$ cat src/hw/cpd_pkg.sv
package cpd_pkg;

  // ****************************************************
  // instruction form
  // ****************************************************
  // opcode bit that marks the 4-byte form
  localparam int LEN_BIT = 7;
  // strips form bit and byte bit from an opcode
  localparam logic [7:0] FORM_MASK = 8'h7e;
  // strips form bit and the two compare variant bits
  localparam logic [7:0] CMP_MASK = 8'h7c;

  // ****************************************************
  // opcodes (upper byte of the first word)
  // ****************************************************
  localparam logic [7:0] OP_ADDC = 8'h10;
  localparam logic [7:0] OP_SUBC = 8'h20;
  localparam logic [7:0] OP_MUL = 8'h30;
  localparam logic [7:0] OP_MULU = 8'h31;
  localparam logic [7:0] OP_DIV = 8'h32;
  localparam logic [7:0] OP_DIVU = 8'h33;
  localparam logic [7:0] OP_DIVL = 8'h34;
  localparam logic [7:0] OP_DIVLU = 8'h35;
  localparam logic [7:0] OP_NORM = 8'h40;
  localparam logic [7:0] OP_SIGN_SHIFT_RIGHT_OP = 8'h41;
  localparam logic [7:0] OP_MOVB = 8'h42;
  localparam logic [7:0] OP_CMP = 8'h50;
  localparam logic [7:0] OP_TRAP = 8'h60;
  localparam logic [7:0] OP_BMOV = 8'he0;
  localparam logic [7:0] OP_BMOVN = 8'he1;
  localparam logic [7:0] OP_BFLDL = 8'he2;
  localparam logic [7:0] OP_BFLDH = 8'he3;
  localparam logic [7:0] OP_JB = 8'he4;
  localparam logic [7:0] OP_JBC = 8'he5;
  localparam logic [7:0] OP_JNB = 8'he6;
  localparam logic [7:0] OP_JNBS = 8'he7;
  localparam logic [7:0] OP_PUSH_AND_CALL_OP = 8'he8;
  localparam logic [7:0] OP_CONTEXT_SWITCH_OP = 8'he9;
  localparam logic [7:0] OP_POWER_DOWN_ENTRY_OP = 8'hea;
  localparam logic [7:0] OP_IDLE = 8'heb;
  localparam logic [7:0] OP_SLEEP = 8'hec;
  localparam logic [7:0] OP_END_OF_INIT_OP = 8'hed;

  // ****************************************************
  // reset values, addresses and counts
  // ****************************************************
  localparam logic [15:0] IP_RST = 16'h0000;
  localparam logic [15:0] SP_RST = 16'hfc00;
  localparam logic [15:0] BIT_BASE = 16'hfd00;
  localparam logic [15:0] WORD_STEP = 16'h0002;
  localparam logic [5:0] DIV_STEPS = 6'h20;

endpackage

$ cat src/hw/cpd_gpr_mem.sv
`timescale 1ns/1ps
module cpd_gpr_mem (
  // clock
  input wire logic clk,
  input wire logic sys_rst,
  input wire logic ce,
  // read ports
  input wire logic [3:0] ra_addr,
  input wire logic [3:0] rb_addr,
  output logic [15:0] ra_data,
  output logic [15:0] rb_data,
  // write port
  input wire logic we,
  input wire logic [3:0] wa,
  input wire logic [15:0] wd
);

  // ****************************************************
  // storage
  // ****************************************************
  // sixteen word registers, no reset on the array itself
  logic [15:0] mem [16];

  // write port, read during write returns the old word
  always_ff @(posedge clk) begin
    if (ce && we) begin
      mem[wa] <= wd;
    end
  end

  // registered read data so it is clean at execute
  always_ff @(posedge clk or posedge sys_rst) begin
    if (sys_rst) begin
      ra_data <= 16'h0000;
      rb_data <= 16'h0000;
    end else if (ce) begin
      ra_data <= mem[ra_addr];
      rb_data <= mem[rb_addr];
    end
  end

endmodule

$ cat src/hw/cpd_divider.sv
`timescale 1ns/1ps
module cpd_divider (
  // clock
  input wire logic clk,
  input wire logic sys_rst,
  input wire logic ce,
  // request
  input wire logic start,
  input wire logic sgn,
  input wire logic [31:0] dividend,
  input wire logic [15:0] divisor,
  // answer
  output logic done,
  output logic [15:0] quo,
  output logic [15:0] rem
);

  // ****************************************************
  // magnitudes and one restoring step
  // ****************************************************
  // signed forms work on magnitudes and fix signs at the end
  wire neg_dd = sgn && dividend[31];
  wire neg_dv = sgn && divisor[15];
  wire [31:0] abs_dd = neg_dd ? 32'h0 - dividend : dividend;
  wire [15:0] abs_dv = neg_dv ? 16'h0 - divisor : divisor;
  logic [31:0] rq; // dividend shifting out, quotient in
  logic [15:0] r; // partial remainder
  logic [15:0] dv; // divisor magnitude
  logic [5:0] cnt; // steps left
  logic run; // step sequence active
  logic neg_q; // quotient to be negated
  logic neg_r; // remainder to be negated
  wire [16:0] rem_sh = {r, rq[31]};
  wire fits = rem_sh >= {1'h0, dv};
  wire [16:0] rem_sub = rem_sh - {1'h0, dv};

  // one bit per cycle; a zero divisor yields all ones, or 0001 for a negative signed dividend
  always_ff @(posedge clk or posedge sys_rst) begin
    if (sys_rst) begin
      rq <= 32'h0;
      r <= 16'h0;
      dv <= 16'h0;
      cnt <= 6'h0;
      run <= 1'h0;
      neg_q <= 1'h0;
      neg_r <= 1'h0;
      done <= 1'h0;
      quo <= 16'h0;
      rem <= 16'h0;
    end else if (ce) begin
      done <= 1'h0;
      if (start) begin
        rq <= abs_dd;
        r <= 16'h0;
        dv <= abs_dv;
        cnt <= cpd_pkg::DIV_STEPS;
        run <= 1'h1;
        neg_q <= neg_dd ^ neg_dv;
        neg_r <= neg_dd;
      end else if (run && cnt != 6'h0) begin
        rq <= {rq[30:0], fits};
        r <= fits ? rem_sub[15:0] : rem_sh[15:0];
        cnt <= cnt - 6'h1;
      end else if (run) begin
        // quotient keeps only its low word
        run <= 1'h0;
        done <= 1'h1;
        quo <= neg_q ? 16'h0 - rq[15:0] : rq[15:0];
        rem <= neg_r ? 16'h0 - r : r;
      end
    end
  end

endmodule

$ cat src/hw/cpd_core.sv
`timescale 1ns/1ps
module cpd_core (
  // clock and reset
  input wire logic clk,
  input wire logic sys_rst,
  input wire logic ce,
  // fetch stage
  input wire logic fetch_valid,
  input wire logic [15:0] fetch_word0,
  input wire logic [15:0] fetch_word1,
  output logic fetch_ready,
  output logic fetch_len4,
  output logic [15:0] ip,
  // data memory, stack and bit space
  output logic mem_req,
  output logic mem_we,
  output logic [15:0] mem_addr,
  output logic [15:0] mem_wdata,
  input wire logic [15:0] mem_rdata,
  input wire logic mem_ack,
  // status
  output logic flag_c,
  output logic flag_z,
  output logic flag_n,
  output logic flag_v,
  output logic [31:0] wide_product_reg,
  // mode control
  input wire logic nmi_n,
  input wire logic ext_irq,
  input wire logic irq_req,
  input wire logic rtc_keep,
  output logic cpu_run,
  output logic periph_clk_en,
  output logic rtc_clk_en,
  output logic reset_output_pin_n
);

  // ****************************************************
  // helper functions
  // ****************************************************
  // add or subtract with carry in; returns {v, c, result}
  function automatic logic [17:0] cpd_arith(
    input logic [15:0] a,
    input logic [15:0] b,
    input logic cin,
    input logic sub,
    input logic byt
  );
    logic [16:0] w;
    logic [8:0] y;
    logic [15:0] res;
    logic c;
    logic v;
    begin
      w = sub ? {1'h0, a} - {1'h0, b} - {16'h0, cin}
              : {1'h0, a} + {1'h0, b} + {16'h0, cin};
      y = sub ? {1'h0, a[7:0]} - {1'h0, b[7:0]} - {8'h0, cin}
              : {1'h0, a[7:0]} + {1'h0, b[7:0]} + {8'h0, cin};
      if (byt) begin
        // byte form leaves the upper byte alone
        res = {a[15:8], y[7:0]};
        c = y[8];
        v = ((a[7] ^ b[7]) ^ ~sub) & (a[7] ^ y[7]);
      end else begin
        res = w[15:0];
        c = w[16];
        v = ((a[15] ^ b[15]) ^ ~sub) & (a[15] ^ w[15]);
      end
      cpd_arith = {v, c, res};
    end
  endfunction

  // shifts needed until bit 15 is one; zero word gives 0
  function automatic logic [15:0] cpd_norm(input logic [15:0] x);
    logic [4:0] n;
    logic hit;
    begin
      n = 5'h00;
      hit = 1'h0;
      for (int i = 15; i >= 0; i--) begin
        if (!hit && x[i]) begin
          hit = 1'h1;
        end else if (!hit) begin
          n = n + 5'h01;
        end
      end
      if (!hit) begin
        n = 5'h00;
      end
      cpd_norm = {11'h000, n};
    end
  endfunction

  // word with one bit forced to a value
  function automatic logic [15:0] cpd_put(
    input logic [15:0] w,
    input logic [3:0] i,
    input logic b
  );
    logic [15:0] m;
    begin
      m = 16'h0001 << i;
      cpd_put = b ? (w | m) : (w & ~m);
    end
  endfunction

  // byte address of a bit-addressable word
  function automatic logic [15:0] cpd_baddr(input logic [7:0] a);
    cpd_baddr = cpd_pkg::BIT_BASE + {7'h00, a, 1'h0};
  endfunction

  // ****************************************************
  // state and held instruction
  // ****************************************************
  typedef enum logic [2:0] {
    S_FETCH, S_EXEC, S_DIV, S_MEM, S_POST, S_IDLE, S_SLEEP, S_PDOWN
  } cpd_state_t;
  cpd_state_t state;
  cpd_state_t next_state;
  logic [15:0] w0; // first opcode word
  logic [15:0] w1; // second word of a 4-byte form
  logic [15:0] sp; // stack pointer, grows down
  logic [15:0] maddr; // memory address held for the access
  logic [15:0] mwdata; // memory write data held
  logic [15:0] mdata; // word returned by the last read
  logic phase; // second pass of a two-access op
  logic bitv; // bit carried between the two bit accesses

  // ****************************************************
  // decode
  // ****************************************************
  wire [7:0] op = w0[15:8];
  wire [3:0] ra = w0[7:4];
  wire [3:0] rb = w0[3:0];
  wire is4 = op[cpd_pkg::LEN_BIT];
  wire [7:0] op_form = op & cpd_pkg::FORM_MASK;
  wire op_sum = op_form == cpd_pkg::OP_ADDC;
  wire op_diff = op_form == cpd_pkg::OP_SUBC;
  wire op_mul = op == cpd_pkg::OP_MUL || op == cpd_pkg::OP_MULU;
  wire op_div = (op & 8'hfc) == cpd_pkg::OP_DIV[7:0] - 8'h02 ?
                op != cpd_pkg::OP_MUL && op != cpd_pkg::OP_MULU
                : op == cpd_pkg::OP_DIVL || op == cpd_pkg::OP_DIVLU;
  wire op_long = op == cpd_pkg::OP_DIVL || op == cpd_pkg::OP_DIVLU;
  wire op_norm = op == cpd_pkg::OP_NORM;
  wire op_sign_shift_right_op = op == cpd_pkg::OP_SIGN_SHIFT_RIGHT_OP;
  wire op_movb = op_form == cpd_pkg::OP_MOVB;
  wire op_cmp = (op & cpd_pkg::CMP_MASK) == cpd_pkg::OP_CMP;
  wire op_trap = op == cpd_pkg::OP_TRAP;
  wire op_bmov = op == cpd_pkg::OP_BMOV || op == cpd_pkg::OP_BMOVN;
  wire op_bfld = op == cpd_pkg::OP_BFLDL || op == cpd_pkg::OP_BFLDH;
  wire op_jb = (op & 8'hfc) == cpd_pkg::OP_JB;
  wire op_push_and_call_op = op == cpd_pkg::OP_PUSH_AND_CALL_OP;
  wire op_context_switch_op = op == cpd_pkg::OP_CONTEXT_SWITCH_OP;
  wire op_push = op_trap || op_push_and_call_op || op_context_switch_op;
  wire op_bitmem = op_bmov || op_bfld || op_jb;
  // power down needs the nmi pin held low outside
  wire pdown_ok = op == cpd_pkg::OP_POWER_DOWN_ENTRY_OP && !nmi_n;

  // ****************************************************
  // register file
  // ****************************************************
  wire [15:0] va; // register named by ra
  wire [15:0] vb; // register named by rb
  wire in_fetch = state == S_FETCH;
  // addresses come straight from the fetch word so data is ready
  wire [3:0] rd_a = in_fetch ? fetch_word0[7:4] : ra;
  wire [3:0] rd_b = in_fetch ? fetch_word0[3:0] : rb;
  wire gpr_we;
  wire [15:0] gpr_wd;

  cpd_gpr_mem u_gpr (
    .clk(clk),
    .sys_rst(sys_rst),
    .ce(ce),
    .ra_addr(rd_a),
    .rb_addr(rd_b),
    .ra_data(va),
    .rb_data(vb),
    .we(gpr_we),
    .wa(ra),
    .wd(gpr_wd)
  );

  // ****************************************************
  // datapath
  // ****************************************************
  wire [15:0] opb = is4 ? w1 : vb; // immediate or register
  wire [17:0] sum_res = cpd_arith(va, opb, flag_c, op_diff, op[0]);
  wire [17:0] cmp_res = cpd_arith(va, opb, 1'h0, 1'h1, 1'h0);
  wire [15:0] step = op[0] ? 16'h0002 : 16'h0001;
  wire [15:0] cmp_next = op[1] ? va + step : va - step;
  wire [17:0] fres = op_cmp ? cmp_res : sum_res;
  wire fbyte = !op_cmp && op[0];
  wire fz = fbyte ? fres[7:0] == 8'h00 : fres[15:0] == 16'h0000;
  wire fn = fbyte ? fres[7] : fres[15];
  wire [31:0] product_op = {16'h0, va} * {16'h0, vb};
  wire signed [31:0] mul_s = $signed({{16{va[15]}}, va})
                           * $signed({{16{vb[15]}}, vb});
  wire [31:0] mul_res = op[0] ? product_op : mul_s;
  wire [15:0] norm = cpd_norm(vb);
  wire [15:0] sign_shift_right_op = $signed(va) >>> vb[3:0];
  wire [7:0] bsrc = is4 ? w1[7:0] : vb[7:0];
  wire [15:0] movb = op[0] ? {8'h00, bsrc}
                           : {{8{bsrc[7]}}, bsrc};
  // only these write a general register; context_switch_op loads the operand
  assign gpr_we = state == S_EXEC && (op_sum || op_diff || op_cmp
                  || op_norm || op_sign_shift_right_op || op_movb || op_context_switch_op);
  assign gpr_wd = op_cmp ? cmp_next
                : op_norm ? norm
                : op_sign_shift_right_op ? sign_shift_right_op
                : op_movb ? movb
                : op_context_switch_op ? w1
                : sum_res[15:0];

  // ****************************************************
  // divider
  // ****************************************************
  // short form widens the low half by the chosen sign rule
  wire div_sgn = !op[0];
  wire [31:0] div_dd = op_long ? wide_product_reg
    : div_sgn ? {{16{wide_product_reg[15]}}, wide_product_reg[15:0]}
    : {16'h0, wide_product_reg[15:0]};
  wire div_done;
  wire [15:0] div_quo;
  wire [15:0] div_rem;

  cpd_divider u_div (
    .clk(clk),
    .sys_rst(sys_rst),
    .ce(ce),
    .start(state == S_EXEC && op_div),
    .sgn(div_sgn),
    .dividend(div_dd),
    .divisor(vb),
    .done(div_done),
    .quo(div_quo),
    .rem(div_rem)
  );

  // ****************************************************
  // bit space results
  // ****************************************************
  wire bit_src = mdata[w1[7:4]] ^ (op == cpd_pkg::OP_BMOVN);
  wire jb_bit = mdata[w1[15:12]];
  wire jb_one = op == cpd_pkg::OP_JB || op == cpd_pkg::OP_JBC;
  wire jb_take = jb_one ? jb_bit : !jb_bit;
  wire jb_mod = op == cpd_pkg::OP_JBC || op == cpd_pkg::OP_JNBS;
  wire [15:0] jb_wd = cpd_put(mdata, w1[15:12], !jb_bit);
  wire [15:0] jb_tgt = ip + {{7{w1[7]}}, w1[7:0], 1'h0};
  wire hi = op == cpd_pkg::OP_BFLDH;
  wire [15:0] bf_m = hi ? {w1[15:8], 8'h00} : {8'h00, w1[15:8]};
  wire [15:0] bf_d = hi ? {w1[7:0], 8'h00} : {8'h00, w1[7:0]};
  wire [15:0] bf_wd = (mdata & ~bf_m) | (bf_d & bf_m);
  wire post_go = op_bmov || op_bfld || (op_jb && jb_take && jb_mod);
  wire push_and_call_op_more = op_push_and_call_op && !phase;
  wire [15:0] push_at = sp - cpd_pkg::WORD_STEP;

  // ****************************************************
  // next state
  // ****************************************************
  always_comb begin
    next_state = state;
    unique case (state)
      S_FETCH: if (fetch_valid) next_state = S_EXEC;
      S_EXEC: begin
        if (op_div) next_state = S_DIV;
        else if (op_push || op_bitmem) next_state = S_MEM;
        else if (pdown_ok) next_state = S_PDOWN;
        else if (op == cpd_pkg::OP_IDLE) next_state = S_IDLE;
        else if (op == cpd_pkg::OP_SLEEP) next_state = S_SLEEP;
        else next_state = S_FETCH;
      end
      S_DIV: if (div_done) next_state = S_FETCH;
      S_MEM: begin
        if (mem_ack && !mem_we) next_state = S_POST;
        else if (mem_ack && !push_and_call_op_more) next_state = S_FETCH;
      end
      S_POST: next_state = post_go ? S_MEM : S_FETCH;
      // idle wakes on any interrupt request
      S_IDLE: if (irq_req || ext_irq) next_state = S_FETCH;
      S_SLEEP: if (ext_irq) next_state = S_FETCH;
      // power down is left only through reset
      S_PDOWN: next_state = S_PDOWN;
    endcase
  end

  // ****************************************************
  // state, pointer and stack
  // ****************************************************
  // length comes from the first word alone
  assign fetch_len4 = fetch_word0[8 + cpd_pkg::LEN_BIT];
  wire [15:0] ip_step = fetch_len4 ? 16'h0004 : 16'h0002;

  always_ff @(posedge clk or posedge sys_rst) begin
    if (sys_rst) begin
      state <= S_FETCH;
      ip <= cpd_pkg::IP_RST;
      w0 <= 16'h0000;
      w1 <= 16'h0000;
    end else if (ce) begin
      state <= next_state;
      if (in_fetch && fetch_valid) begin
        w0 <= fetch_word0;
        w1 <= fetch_word1;
        ip <= ip + ip_step;
      end else if (state == S_EXEC && op_trap) begin
        ip <= {7'h00, w0[6:0], 2'h0};
      end else if (state == S_MEM && mem_ack && op_push_and_call_op && phase) begin
        ip <= w1;
      end else if (state == S_POST && op_jb && jb_take) begin
        ip <= jb_tgt;
      end
    end
  end

  // ****************************************************
  // memory access control
  // ****************************************************
  // push_and_call_op pushes the register, then the return address
  always_ff @(posedge clk or posedge sys_rst) begin
    if (sys_rst) begin
      sp <= cpd_pkg::SP_RST;
      maddr <= 16'h0000;
      mwdata <= 16'h0000;
      mem_we <= 1'h0;
      mdata <= 16'h0000;
      phase <= 1'h0;
      bitv <= 1'h0;
    end else if (ce) begin
      if (state == S_EXEC && op_push) begin
        sp <= push_at;
        maddr <= push_at;
        mwdata <= op_trap ? ip : va;
        mem_we <= 1'h1;
        phase <= 1'h0;
      end else if (state == S_EXEC && op_bitmem) begin
        maddr <= cpd_baddr(w0[7:0]);
        mem_we <= 1'h0;
        phase <= 1'h0;
      end else if (state == S_MEM && mem_ack) begin
        mdata <= mem_rdata;
        if (mem_we && push_and_call_op_more) begin
          sp <= push_at;
          maddr <= push_at;
          mwdata <= ip;
          phase <= 1'h1;
        end
      end else if (state == S_POST && op_bmov && !phase) begin
        // second read fetches the destination word
        bitv <= bit_src;
        maddr <= cpd_baddr(w1[15:8]);
        phase <= 1'h1;
      end else if (state == S_POST && post_go) begin
        mem_we <= 1'h1;
        mwdata <= op_bmov ? cpd_put(mdata, w1[3:0], bitv)
                : op_bfld ? bf_wd
                : jb_wd;
      end
    end
  end

  // ****************************************************
  // flags and product register
  // ****************************************************
  always_ff @(posedge clk or posedge sys_rst) begin
    if (sys_rst) begin
      flag_c <= 1'h0;
      flag_z <= 1'h0;
      flag_n <= 1'h0;
      flag_v <= 1'h0;
      wide_product_reg <= 32'h0;
    end else if (ce) begin
      if (state == S_EXEC && (op_sum || op_diff || op_cmp)) begin
        flag_c <= fres[16];
        flag_v <= fres[17];
        flag_z <= fz;
        flag_n <= fn;
      end
      if (state == S_EXEC && op_mul) begin
        wide_product_reg <= mul_res;
      end else if (state == S_DIV && div_done) begin
        // remainder high, quotient low
        wide_product_reg <= {div_rem, div_quo};
      end
    end
  end

  // ****************************************************
  // reset output and mode outputs
  // ****************************************************
  // held low from reset until initialisation is declared done
  always_ff @(posedge clk or posedge sys_rst) begin
    if (sys_rst) begin
      reset_output_pin_n <= 1'h0;
    end else if (ce && state == S_EXEC && op == cpd_pkg::OP_END_OF_INIT_OP) begin
      reset_output_pin_n <= 1'h1;
    end
  end

  wire deep = state == S_SLEEP || state == S_PDOWN;
  assign cpu_run = !(state == S_IDLE || deep);
  assign periph_clk_en = !deep;
  // the real-time clock may be kept alive through deep modes
  assign rtc_clk_en = !deep || rtc_keep;
  assign fetch_ready = in_fetch;
  assign mem_req = state == S_MEM;
  assign mem_addr = maddr;
  assign mem_wdata = mwdata;

endmodule

$ cat config.mk
export PLATFORM = sky130hd
export DESIGN_NAME = cpd_core
export DESIGN_NICKNAME = d
export VERILOG_FILES = /design/src/hw/cpd_pkg.sv /design/src/hw/cpd_gpr_mem.sv /design/src/hw/cpd_divider.sv /design/src/hw/cpd_core.sv
export SDC_FILE = /design/constraint.sdc
export NUM_CORES = 2
export LEC_CHECK = 0
export ABC_AREA = 0
export BUFFER_PORTS_ARGS = -buffer_cell sky130_fd_sc_hd__buf_2
export CAP_MARGIN = 20
export CORE_ASPECT_RATIO = 0.6
export CORE_MARGIN = 2
export CORE_UTILIZATION = 31
export CTS_CLUSTER_DIAMETER = 60
export DETAILED_ROUTE_END_ITERATION = 12
export PLACE_DENSITY = 0.45
export SKIP_LAST_GASP = 1
export SYNTH_ARGS = -nofsm -noshare
export SYNTH_HDL_FRONTEND = slang
export SYNTH_SLANG_ARGS = --single-unit
$ cat constraint.sdc
create_clock -name clk -period 9.94 [get_ports clk]
set_input_delay 0.994 -clock clk [delete_from_list [all_inputs] [get_ports clk]]
set_output_delay 0.994 -clock clk [all_outputs]
set_load 0.01 [all_outputs]
==> run metrics <==
status=completed; Max Freq=around 0.11 GHz; critical path arrival=~9.6 ns; DR DRC count=0; placed cell count=about 7200; layout cells sized above 1=between 10 and 15%; synth unique cells=100; CP Capture Type=flop; Fin. Hold Viols=0; fin. max-slew vios=0; total number of vias=between 30000 and 40000; Post-synth EDFFs=between 200 and 300; Worst Max-Slew Pin Slew=roughly 1.2 ns; CTS tree=done; post-synthesis sequential area ratio=between 30% and 40%; Die H=around 310 µm; # setup viols final=0; post-route cell area=approximately 55000 µm²; Placed Area=around 53000 µm²; Skew-Pair Late Insertion Delay=0.68 ns; worst slack at placement=about 1.1 ns; vias per cell=approximately 5.3; Final Worst Setup Slack=between 0.7 and 0.8 ns; CP max-delay cell=a31oi_1; crit path kind=flop to flop; final worst path period share=92.00%; GRT overflow=0; fin crit period=9.145 ns; Root Driver=clkbuf_16; Synth Area per Inst=slightly below 10 µm²; post-synth net total=about 5700; Hold/Removal Path Class=input port to asynchronous set/reset pin; RSZ-0062 raised after global routing=no; crit-path max FO=16; Die Area=162900 µm²; top-area cell type share of the netlist area=~16%; max reg flops=approximately 260; row count=between 100 and 150; Final ANT Viol Nets=0; Die X=around 520 µm; Synth Warn #=0; drt first pass iters=6; HPWL after DPL=~130000 µm; Avg WL per Cell=around 24 µm; number of global-route vias before repair=slightly below 40000; largest net degree at the start of global routing=77; ranking of synthesized cells by area=edfxtp_1, fa_1, dfrtp_1; H-tree Lvls=3; Top cell by count, worst path=ha_1; DR iter-0 viols=about 3800; Layout area overhead=12.01%; Clock Path Buffers=3; I/O Buffers=roughly 150; Synth area leader=edfxtp_1; first-pass GRT wire length=roughly 260000 µm; Yosys reg bits=roughly 550; total global-route track usage=~22%; CP startpoint kind=flop; Initial Util=31.24%; post-CTS sizing=0; Post-synth ARST share=53.20%; net total in the final layout=roughly 5800; Core Region=around 160000 µm²; final non-filler cell total=7297; Setup Skew=approximately 0.032 ns; setup_tns=0 ns; max incr delay on CP=0.45 ns; Setup Buffers After CTS=0; fillers=16170; Placer Congestion=~0.90; Req. time, crit path=about 10 ns; area of the multi-input gates=around 32000 µm²; Post-Syn Instances=slightly above 5000; most instantiated library cell after synthesis=nand2_1; FF/Latch Area=~15000 µm²; Hold-fix buffers, CTS=0; Slew headroom=22.16%; ys flop type=dfrtp_1; synthesized area=about 49000 µm²; antenna violations before repair=2; Synth top cells by count=nand2_1, inv_1, fa_1, nor2_1, dfrtp_1; DRT Wirelength=around 170000 µm; clk slew on worst S/H paths=roughly 0.060 ns; max_cap viols=0; clock sink count=~550; clock buffer count from CTS=70; I/O pin count=between 100 and 150
[per-layer routing]
metal | routed length [µm] | share of wire, % | up-vias | global-route usage (%)
met5 | 0 | 0 | - | 0
met4 | 2790 | 1.6 | 0 | 3.605
met3 | 13110 | 7.5 | 154 | 4.103
met2 | 70730 | 40 | 1339 | 30.04
met1 | 88070 | 50 | 19890 | 34.37
li1 | - | - | 17640 | -
[area by class of cell]
cell class	count	share of cell area, %
Antenna cell	1	0.004516
Clock inverter	36	0.7768
Sequential cell	547	27.04
Clock buffer	90	3.498
Tap cell	2127	4.803
Multi-Input combinational cell	3653	56.92
Timing Repair Buffer	277	3.114
Inverter	566	3.848
[layout by cell type (no fill, tap or decap), types with 23 or more instances in the layout]
master / n
nand2_1: 595
a22oi_1: 30
nor2b_1: 32
ha_1: 268
nor2_1: 323
clkbuf_16: 71
a21oi_1: 226
o21bai_1: 23
or3_1: 36
buf_4: 129
o211ai_1: 55
nand3_1: 80
a21o_1: 60
nand2b_1: 35
a211oi_1: 33
mux2i_1: 68
fa_1: 375
mux2_2: 77
dfrtp_1: 284
inv_1: 554
edfxtp_1: 256
mux4_2: 144
o21ai_0: 281
and2_1: 97
nor3_1: 59
a31oi_1: 68
a222oi_1: 28
xor2_1: 113
xnor2_1: 153
buf_2: 146
a21boi_0: 26
[worst max-delay path, delay by kind of cell (launching register included)]
| kind | cells | cell delay (ns) |
|---|---|---|
| AND/OR/NAND/NOR | 14 | 1.55 |
| XOR/XNOR | 2 | 0.32 |
| buffers and inverters | 1 | 0.23 |
| multiplexers | 5 | 0.87 |
| AO/OA/AOI/OAI | 8 | 1.87 |
| adder cells (fa/ha/maj) | 12 | 3.59 |
| flip-flops | 1 | 0.43 |
[per-stage QoR]
stage,util [%],hold slack [ns]
after floorplan,-,0.4447
final,34.99,0.3790
after detailed placement,33.48,0.4642
after global routing,34.99,0.3959
after global placement,33.47,0.4569
after CTS,34.97,0.3602
[logic make-up (layout without fill, tap and decap cells)]
kind of cell | count (synthesis) | after routing | synth area share (%)
fa+ha+maj | 646 | 646 | 22.02
simple gates | 1413 | 1413 | 13.03
mux | 297 | 297 | 9.855
flops | 547 | 547 | 30.28
xor+xnor | 269 | 269 | 4.854
other cells | 1 | 2 | 0.007581
compound gates | 1027 | 1027 | 13.41
buf+inv | 844 | 969 | 6.546
[final timing paths]
| kind | cells past startpoint | slack [ns] | endpoint | start |
|---|---|---|---|---|
| max | 42 | 0.79 | u_gpr.mem[9][4] | u_gpr.rb_data[15] |
| min | 2 | 0.38 | w1[13] | sys_rst |
| max reg2reg | 42 | 0.79 | u_gpr.mem[9][4] | u_gpr.rb_data[15] |
| min reg2reg | 2 | 0.47 | u_div.quo[4] | u_div.quo[4] |
| max in group asynchronous | 3 | 8.19 | ip[1] | sys_rst |
| min in group clk | 2 | 0.47 | u_div.quo[4] | u_div.quo[4] |
Power is not shown: default switching activity piles up to over one toggle a cycle in this logic, so the estimate is an artifact.
